--- src/ppio_map.vh ---
`ifndef PPIO_MAP_VH
`define PPIO_MAP_VH
`define PPIO_W 8
`define PPIO_ADDR_DATA 12'h000
`define PPIO_ADDR_DIR 12'h004
`define PPIO_ADDR_PULL 12'h800
`define PPIO_ADDR_SLEW 12'h804
`define PPIO_ADDR_DRIVE 12'h808
`define PPIO_ADDR_PWR 12'h80c
`define PPIO_ADDR_LCD 12'h810
`define PPIO_PWR_ACK 0
`define PPIO_PWR_FLAG 1
`define PPIO_PWR_LCD_STOP 2
`define PPIO_LCD_FCD 2
`define PPIO_LCD_REGULATOR_REF_ENABLE 3
`define PPIO_SUPPLY_FULL 2'h3
`define PPIO_RST_DATA 8'h00
`define PPIO_RST_DIR 8'h00
`define PPIO_RST_PULL 8'h00
`define PPIO_RST_SLEW 8'hff
`define PPIO_RST_DRIVE 8'h00
`define PPIO_RST_LCD 4'h0
`define PPIO_RESP_OKAY 2'h0
`define PPIO_RESP_SLVERR 2'h2
`endif

--- src/ppio_port.v ---
// Our own choices: the AXI4-Lite register port and the placing of the registers.
`include "ppio_map.vh"
module ppio_port #(
   parameter [7:0] LCD_PINS = 8'h30,
   parameter [7:0] OUT_ONLY = 8'h00
)
(
   // Clock and reset
   input wire clk,
   input wire reset_n,
   // AXI4-Lite write
   input wire [11:0] s_axi_awaddr,
   input wire s_axi_awvalid,
   output wire s_axi_awready,
   input wire [31:0] s_axi_wdata,
   input wire [3:0] s_axi_wstrb,
   input wire s_axi_wvalid,
   output wire s_axi_wready,
   output reg [1:0] s_axi_bresp,
   output reg s_axi_bvalid,
   input wire s_axi_bready,
   // AXI4-Lite read
   input wire [11:0] s_axi_araddr,
   input wire s_axi_arvalid,
   output wire s_axi_arready,
   output reg [31:0] s_axi_rdata,
   output reg [1:0] s_axi_rresp,
   output reg s_axi_rvalid,
   input wire s_axi_rready,
   // Shared peripheral functions
   input wire [7:0] periph_dig_en,
   input wire [7:0] periph_dig_out,
   input wire [7:0] periph_dig_oe,
   input wire [7:0] periph_ana_en,
   // Power control
   input wire stop_partial,
   input wire stop_light,
   input wire wake_partial,
   // Pins
   input wire [7:0] pin_in,
   output reg [7:0] pin_out,
   output reg [7:0] pin_oe,
   output reg [7:0] pin_pull_en,
   output reg [7:0] pin_slew_en,
   output reg [7:0] pin_high_drive,
   output reg [7:0] pin_in_buf_en,
   output reg [7:0] pin_periph_in
);
   // Reset enters at once but leaves on a clock edge, so no flop sees a release mid-cycle
   reg rst_s1_reg;
   reg rst_s2_reg;
   wire rst_n = rst_s2_reg;
   always @(posedge clk or negedge reset_n)
   begin
      if (!reset_n)
      begin
         rst_s1_reg <= 1'b0;
         rst_s2_reg <= 1'b0;
      end
      else
      begin
         rst_s1_reg <= 1'b1;
         rst_s2_reg <= rst_s1_reg;
      end
   end

   // Pin levels pass two flops before use; only the second stage is read
   reg [7:0] pin_s1_reg;
   reg [7:0] pin_s2_reg;
   always @(posedge clk or negedge rst_n)
   begin
      if (!rst_n)
      begin
         pin_s1_reg <= 8'h00;
         pin_s2_reg <= 8'h00;
      end
      else
      begin
         pin_s1_reg <= pin_in;
         pin_s2_reg <= pin_s1_reg;
      end
   end

   reg [7:0] data_reg;
   reg [7:0] dir_reg;
   reg [7:0] pull_reg;
   reg [7:0] slew_reg;
   reg [7:0] drive_reg;
   reg [3:0] lcd_reg;
   reg flag_reg;
   reg lcd_stop_reg;
   reg frozen_reg;
   reg od_mode_reg;
   reg [7:0] held_out_reg;
   reg [7:0] held_oe_reg;
   // Per-pin drive before the freeze, and next values of the registered pin outputs
   wire [7:0] drv_out;
   wire [7:0] drv_oe;
   wire [7:0] out_next;
   wire [7:0] oe_next;
   wire [7:0] pull_next;
   wire [7:0] slew_next;
   wire [7:0] drive_next;
   wire [7:0] inbuf_next;
   wire [7:0] periph_in_next;

   // Write channel: address and data taken in either order
   reg aw_ok_reg;
   reg w_ok_reg;
   reg [11:0] aw_addr_reg;
   reg [31:0] w_data_reg;
   reg [3:0] w_strb_reg;
   // Readies drop while an answer waits, so only one write is under way at a time
   assign s_axi_awready = !aw_ok_reg && !s_axi_bvalid;
   assign s_axi_wready = !w_ok_reg && !s_axi_bvalid;
   wire do_write = aw_ok_reg && w_ok_reg && !s_axi_bvalid;
   wire [7:0] wd = w_data_reg[7:0];
   wire lane0 = w_strb_reg[0];
   reg wr_hit;
   always @*
   begin
      case (aw_addr_reg)
         `PPIO_ADDR_DATA,
         `PPIO_ADDR_DIR,
         `PPIO_ADDR_PULL,
         `PPIO_ADDR_SLEW,
         `PPIO_ADDR_DRIVE,
         `PPIO_ADDR_PWR,
         `PPIO_ADDR_LCD: wr_hit = 1'b1;
         default: wr_hit = 1'b0;
      endcase
   end
   // While frozen, pin configuration writes are dropped until acknowledged
   wire wr_en = do_write && lane0 && !frozen_reg;
   // The acknowledge is honoured while frozen, or the freeze could never end
   wire ack_write = do_write && lane0 && (aw_addr_reg == `PPIO_ADDR_PWR) && wd[`PPIO_PWR_ACK];

   always @(posedge clk or negedge rst_n)
   begin
      if (!rst_n)
      begin
         aw_ok_reg <= 1'b0;
         w_ok_reg <= 1'b0;
         aw_addr_reg <= 12'h000;
         w_data_reg <= 32'h00000000;
         w_strb_reg <= 4'h0;
         s_axi_bvalid <= 1'b0;
         s_axi_bresp <= `PPIO_RESP_OKAY;
      end
      else
      begin
         if (s_axi_awvalid && s_axi_awready)
         begin
            aw_ok_reg <= 1'b1;
            aw_addr_reg <= {s_axi_awaddr[11:2], 2'b00};
         end
         if (s_axi_wvalid && s_axi_wready)
         begin
            w_ok_reg <= 1'b1;
            w_data_reg <= s_axi_wdata;
            w_strb_reg <= s_axi_wstrb;
         end
         if (do_write)
         begin
            aw_ok_reg <= 1'b0;
            w_ok_reg <= 1'b0;
            s_axi_bvalid <= 1'b1;
            s_axi_bresp <= wr_hit ? `PPIO_RESP_OKAY : `PPIO_RESP_SLVERR;
         end
         else if (s_axi_bvalid && s_axi_bready)
            s_axi_bvalid <= 1'b0;
      end
   end

   // Configuration registers
   always @(posedge clk or negedge rst_n)
   begin
      if (!rst_n)
      begin
         data_reg <= `PPIO_RST_DATA;
         dir_reg <= `PPIO_RST_DIR;
         pull_reg <= `PPIO_RST_PULL;
         slew_reg <= `PPIO_RST_SLEW;
         drive_reg <= `PPIO_RST_DRIVE;
         lcd_reg <= `PPIO_RST_LCD;
         lcd_stop_reg <= 1'b0;
         flag_reg <= 1'b0;
         frozen_reg <= 1'b0;
      end
      else
      begin
         if (wr_en)
         begin
            case (aw_addr_reg)
               `PPIO_ADDR_DATA: data_reg <= wd;
               `PPIO_ADDR_DIR: dir_reg <= wd;
               `PPIO_ADDR_PULL: pull_reg <= wd;
               `PPIO_ADDR_SLEW: slew_reg <= wd;
               `PPIO_ADDR_DRIVE: drive_reg <= wd;
               `PPIO_ADDR_LCD: lcd_reg <= wd[3:0];
               `PPIO_ADDR_PWR: lcd_stop_reg <= wd[`PPIO_PWR_LCD_STOP];
               default: lcd_reg <= lcd_reg;
            endcase
         end
         // Freeze on entry to partial power-down stop; a new stop beats an acknowledge
         if (stop_partial)
            frozen_reg <= 1'b1;
         else if (ack_write)
            frozen_reg <= 1'b0;
         // Wake sets the flag; a wake beats an acknowledge in the same cycle
         if (wake_partial)
            flag_reg <= 1'b1;
         else if (ack_write)
            flag_reg <= 1'b0;
      end
   end

   // Drive mode of LCD pins, held across stop when the LCD runs in stop
   wire full_drive = (lcd_reg[1:0] == `PPIO_SUPPLY_FULL) && lcd_reg[`PPIO_LCD_FCD] &&
      !lcd_reg[`PPIO_LCD_REGULATOR_REF_ENABLE];
   always @(posedge clk or negedge rst_n)
   begin
      if (!rst_n)
         od_mode_reg <= 1'b1;
      // With the LCD running in stop, the drive mode rides through the freeze
      else if (!(frozen_reg && lcd_stop_reg))
         od_mode_reg <= !full_drive;
   end

   // Snapshot of the pin drive, taken every cycle until the freeze starts
   always @(posedge clk or negedge rst_n)
   begin
      if (!rst_n)
      begin
         held_out_reg <= 8'h00;
         held_oe_reg <= 8'h00;
      end
      else if (!frozen_reg)
      begin
         held_out_reg <= drv_out;
         held_oe_reg <= drv_oe;
      end
   end

   genvar i;
   generate
      for (i = 0; i < `PPIO_W; i = i + 1)
      begin : g_pin
         wire ana = periph_ana_en[i];
         wire dig = periph_dig_en[i] && !ana;
         wire lcd_od = LCD_PINS[i] && od_mode_reg;
         wire want_oe = ana ? 1'b0 : (dig ? periph_dig_oe[i] : dir_reg[i]);
         wire want_out = dig ? periph_dig_out[i] : data_reg[i];
         // Open drain never drives a one; the pull-up or an outside resistor gives the high level
         assign drv_out[i] = lcd_od ? 1'b0 : want_out;
         assign drv_oe[i] = lcd_od ? (want_oe && !want_out) : want_oe;
         assign out_next[i] = frozen_reg ? held_out_reg[i] : drv_out[i];
         assign oe_next[i] = frozen_reg ? held_oe_reg[i] : drv_oe[i];
         // The pull stays on for open-drain outputs that no peripheral takes, one source of their high level
         assign pull_next[i] = pull_reg[i] && !ana && !periph_dig_en[i] &&
            (!dir_reg[i] || lcd_od);
         assign slew_next[i] = slew_reg[i] && drv_oe[i];
         assign drive_next[i] = drive_reg[i] && drv_oe[i];
         assign inbuf_next[i] = !ana && !OUT_ONLY[i];
         assign periph_in_next[i] = pin_s2_reg[i] && !ana;
      end
   endgenerate

   // Pin outputs registered, so configuration changes reach the pads glitch-free
   always @(posedge clk or negedge rst_n)
   begin
      if (!rst_n)
      begin
         pin_out <= 8'h00;
         pin_oe <= 8'h00;
         pin_pull_en <= 8'h00;
         pin_slew_en <= 8'h00;
         pin_high_drive <= 8'h00;
         pin_in_buf_en <= ~OUT_ONLY;
         pin_periph_in <= 8'h00;
      end
      else
      begin
         pin_out <= out_next;
         pin_oe <= oe_next;
         pin_pull_en <= pull_next;
         pin_slew_en <= slew_next;
         pin_high_drive <= drive_next;
         pin_in_buf_en <= inbuf_next;
         pin_periph_in <= periph_in_next;
      end
   end

   // Data read: latched value for outputs, pin level for inputs, 0 when buffer off
   wire [7:0] data_view = (dir_reg & data_reg) |
      (~dir_reg & pin_s2_reg & ~periph_ana_en & ~OUT_ONLY);

   // Byte lanes are ignored; the word address alone picks the register
   wire [11:0] rd_addr = {s_axi_araddr[11:2], 2'b00};
   reg [31:0] rd_data_next;
   reg [1:0] rd_resp_next;
   always @*
   begin
      rd_data_next = 32'h00000000;
      rd_resp_next = `PPIO_RESP_OKAY;
      case (rd_addr)
         `PPIO_ADDR_DATA: rd_data_next = {24'h000000, data_view};
         `PPIO_ADDR_DIR: rd_data_next = {24'h000000, dir_reg};
         `PPIO_ADDR_PULL: rd_data_next = {24'h000000, pull_reg};
         `PPIO_ADDR_SLEW: rd_data_next = {24'h000000, slew_reg};
         `PPIO_ADDR_DRIVE: rd_data_next = {24'h000000, drive_reg};
         `PPIO_ADDR_PWR: rd_data_next = {29'h00000000, lcd_stop_reg, flag_reg, 1'b0};
         `PPIO_ADDR_LCD: rd_data_next = {27'h0000000, od_mode_reg, lcd_reg};
         default: rd_resp_next = `PPIO_RESP_SLVERR;
      endcase
   end

   assign s_axi_arready = !s_axi_rvalid;
   always @(posedge clk or negedge rst_n)
   begin
      if (!rst_n)
      begin
         s_axi_rvalid <= 1'b0;
         s_axi_rdata <= 32'h00000000;
         s_axi_rresp <= `PPIO_RESP_OKAY;
      end
      else if (s_axi_arvalid && s_axi_arready)
      begin
         s_axi_rvalid <= 1'b1;
         s_axi_rdata <= rd_data_next;
         s_axi_rresp <= rd_resp_next;
      end
      else if (s_axi_rvalid && s_axi_rready)
         s_axi_rvalid <= 1'b0;
   end
endmodule

--- config.mk ---
export PLATFORM = sky130hd
export DESIGN_NAME = ppio_port
export DESIGN_NICKNAME = d
export VERILOG_FILES = /design/src/ppio_port.v
export VERILOG_INCLUDE_DIRS = /design/src
export SDC_FILE = /design/constraint.sdc
export NUM_CORES = 1
export LEC_CHECK = 0
export ABC_AREA = 0
export BUFFER_PORTS_ARGS = -buffer_cell sky130_fd_sc_hd__buf_4
export CAP_MARGIN = 0
export CORE_ASPECT_RATIO = 0.7
export CORE_MARGIN = 5
export CORE_UTILIZATION = 35
export CTS_BUF_LIST = sky130_fd_sc_hd__clkbuf_4
export DETAILED_ROUTE_END_ITERATION = 8
export PLACE_DENSITY_LB_ADDON = 0.1
export SYNTH_ARGS = -nofsm -noshare
export SYNTH_HDL_FRONTEND = slang
export SYNTH_SLANG_ARGS = --single-unit
--- constraint.sdc ---
create_clock -name clk -period 9.3 [get_ports clk]
set_input_delay 0.465 -clock clk [delete_from_list [all_inputs] [get_ports clk]]
set_output_delay 0.465 -clock clk [all_outputs]
set_load 0.02 [all_outputs]
==> impl_metrics.yaml <==
detailed_routing:
  via_per_inst: 4.598
  drtIter0Drc: 242
  drcViolationCount: 0
  wl_mm: 17.41
  vias: 4497
  drt.antenna.violating_nets: 0
  dr.pass1.iters: 4
  wire_per_inst_um: 17.80
sta:
  tightest_slew_ns: 0.9371
  slew_headroom_pct: 37.06
  setup_viol: 0
  rsz0062_at_grt: "false"
  slew_viol_final: 0
  fin_crit_sh_pct: 26.66
  skew_ns: 0.01593
  max_clock_freq_mhz: 403.4
  hold-worst-slack_ns: 0.06055
  finalSetupTns_ns: 0
  finalHoldViolCount: 0
  finalCriticalPeriod_ns: 2.479
critical_path:
  critical_path_required_ns: 9.75
  worst_setup_path_start_kind: "flip-flop"
  cp.arrival_ns: 2.93
  max_stage_delay_ns: 0.81
  crit_type: "reg2reg"
  r2r_start: "frozen_reg"
  crit_fanout: 26
  crit_start: "frozen_reg"
  endpoint_kind: "flip-flop"
  crit_chain: "buf_4, nand4b_1, or4_1, mux2_4"
  cpMaxStageDelayCell: "or4_1"
global_routing:
  grt.met1_usage_pct: 23.04
  grt_pass1_vias: 4803
  gr-total-overflow: 0
  grt_busiest_layer: "met1"
  use_met2_pct: 22.78
  track_usage_pct: 15.68
  antenna_found_initial: 0
  grt_max_degree: 68
  grt_pass1_wl_mm: 27.14
  gr-usage-met3_pct: 4.334
yosys:
  synthCells: 528
  yosysWarnings: 0
  ys.flop_type: "dfrtp_1"
  synthDistinctLibCells: 46
  ys_seq_area_share_pct: 62.04
  synth_edf_count: 0
  syn_area_um2: 6932
  ys_seq_elements: 171
  ys_async_sr_fraction_pct: 100.0
  syn_area_per_cell_um2: 13.13
clock_network:
  clock_latency_ns: 0.57
  cts_max_path_buffers: 2
  numCtsBuffers: 17
  cts_sinks: 171
  htree_levels: 4
  cts_tree: "done"
  clock-root-buffer: "clkbuf_4"
  post-cts-setup-buffers: 0
  clkTransAtPathRegs_ns: 0.15
place:
  io_buffers: 148
  gp_congestion: 0.7702
  placed_area_um2: 8249
  dp_hpwl_mm: 12.15
run:
  cap_violations: 0
floorplan:
  die_x_um: 178.2
  die_h_um: 127.7
  coreArea_um2: 19640
  rows: 43
  initial_core_util_pct: 35.30
  dieArea_um2: 22760
  design.portCount: 207
power:
  sw_frac_of_total_pct: 30.68
  vdd_ir_drop_max_mv: 0.1145
  p_leak_nw: 4.136
  finalPower_w: 0.001597
  clkPwrFrac_pct: 27.2
  comb_power_share_pct: 16.5
  p_int_w: 0.001107
  power_switching_w: 0.0004899
  powerDensity_nw_per_um2: 184.7
  power_frac_seq_pct: 56.3
final_layout:
  drive_gt1_share_pct: 40.11
  fin_util_pct: 44.01
  antennaDiodeCount: 0
  largest_reg_flops: 10
  synthToLayoutAreaGrowth_pct: 24.69
  nets: 805
  design_area_um2: 8643
worst_hold_path:
  hp-class: "in2reg"
  holdCritStartpoint: "periph_ana_en[0]"
status:
  status: "finished clean"
cells by family (layout without fill, tap and decap cells):
kind of cell / Yosys count / after routing / synth area share, %
AO/OA/AOI/OAI: 88 / 88 / 8.159
buffers and inverters: 63 / 218 / 4.982
flip-flops: 171 / 171 / 62.04
multiplexers: 82 / 82 / 13.52
other: 2 / 27 / 0.1083
AND/OR/NAND/NOR: 122 / 122 / 11.19
Yosys cell counts, drive strengths merged (10+ instances only):
| master | instances | area share (%) |
|---|---|---|
| a21oi | 13 | 0.94 |
| clkbuf | 13 | 0.76 |
| inv | 23 | 1.2 |
| nand2 | 30 | 1.6 |
| o21ai | 31 | 2.2 |
| dfrtp | 154 | 56 |
| buf | 27 | 3.0 |
| mux2 | 69 | 12 |
| nor2 | 22 | 1.2 |
| nor2b | 10 | 0.90 |
| and2 | 15 | 1.4 |
| dfstp | 17 | 6.4 |
| mux2i | 13 | 1.9 |
power groups by stage:
stage                     registers [W]  logic, W  clock network [W]
after floorplan                0.000914  0.000155                  0
after global placement         0.000908  0.000258                  0
after detailed placement       0.000914  0.000263                  0
after CTS                      0.000899  0.000268           0.000454
after global routing           0.000914  0.000291           0.000482
final                          0.000899  0.000263           0.000434
worst max-delay path, delay by kind of cell (launching register included):
kind,cells,cell delay [ns]
AND/OR/NAND/NOR,2,1.01
buffers and inverters,1,0.34
multiplexers,1,0.43
flip-flops,1,0.58
per-stage QoR:
| step | std cells | worst slack, ns |
|---|---|---|
| finish | 978 | 6.821 |
| global route | 978 | 6.667 |
| CTS | 978 | 6.775 |
| detailed placement | 935 | 6.803 |
| global placement | 935 | 6.830 |
| floorplan | 553 | 4.212 |
routing by layer:
| metal | vias to the layer above | wire [µm] | part of all wire (%) |
|---|---|---|---|
| met5 | - | 0 | 0 |
| met4 | 0 | 199 | 1.1 |
| met3 | 14 | 1089 | 6.3 |
| met2 | 111 | 7546 | 43 |
| met1 | 2233 | 8576 | 49 |
| li1 | 2139 | - | - |
worst paths after layout:
check | to | slack [ns] | cells past startpoint
max | dir_reg[7] | 6.82 | 4
min | pin_in_buf_en[0] | 0.06 | 2
max reg2reg | dir_reg[7] | 6.82 | 4
min reg2reg | w_strb_reg[0] | 0.33 | 0
max in group asynchronous | dir_reg[3] | 7.70 | 1
min in group asynchronous | rst_n | 0.20 | 2
final cells by class:
class,instances,area (µm²)
fill,1913,10990
sequential,171,4304
multi-input combinational,319,2380
timing repair buffer,163,1251
tap,270,337.8
clock buffer,19,142.6
clock inverter,13,141.4
inverter,23,86.33
layout by cell type (no fill, tap or decap), types with 5 or more instances in the layout:
master	instances
a21boi_0	8
clkbuf_4	19
or4_1	5
a221oi_1	5
dfrtp_1	153
o21ai_0	30
mux2i_1	13
mux2_4	8
nor4b_1	8
nor2b_1	10
or4b_2	5
a21oi_1	13
buf_4	152
conb_1	27
dlygate4sd3_1	11
o31ai_1	8
and2_1	15
nor2_1	21
a31oi_1	7
dfstp_2	17
mux2_2	61
nand2b_1	8
inv_1	23
nand2_1	30
repair_timing:
action / in CTS / in global routing
hold endpoints to repair: 12 / 0
hold buffers: 11 / 0
gates resized for setup: 0 / 0
Power figures use the tool's default switching activity.
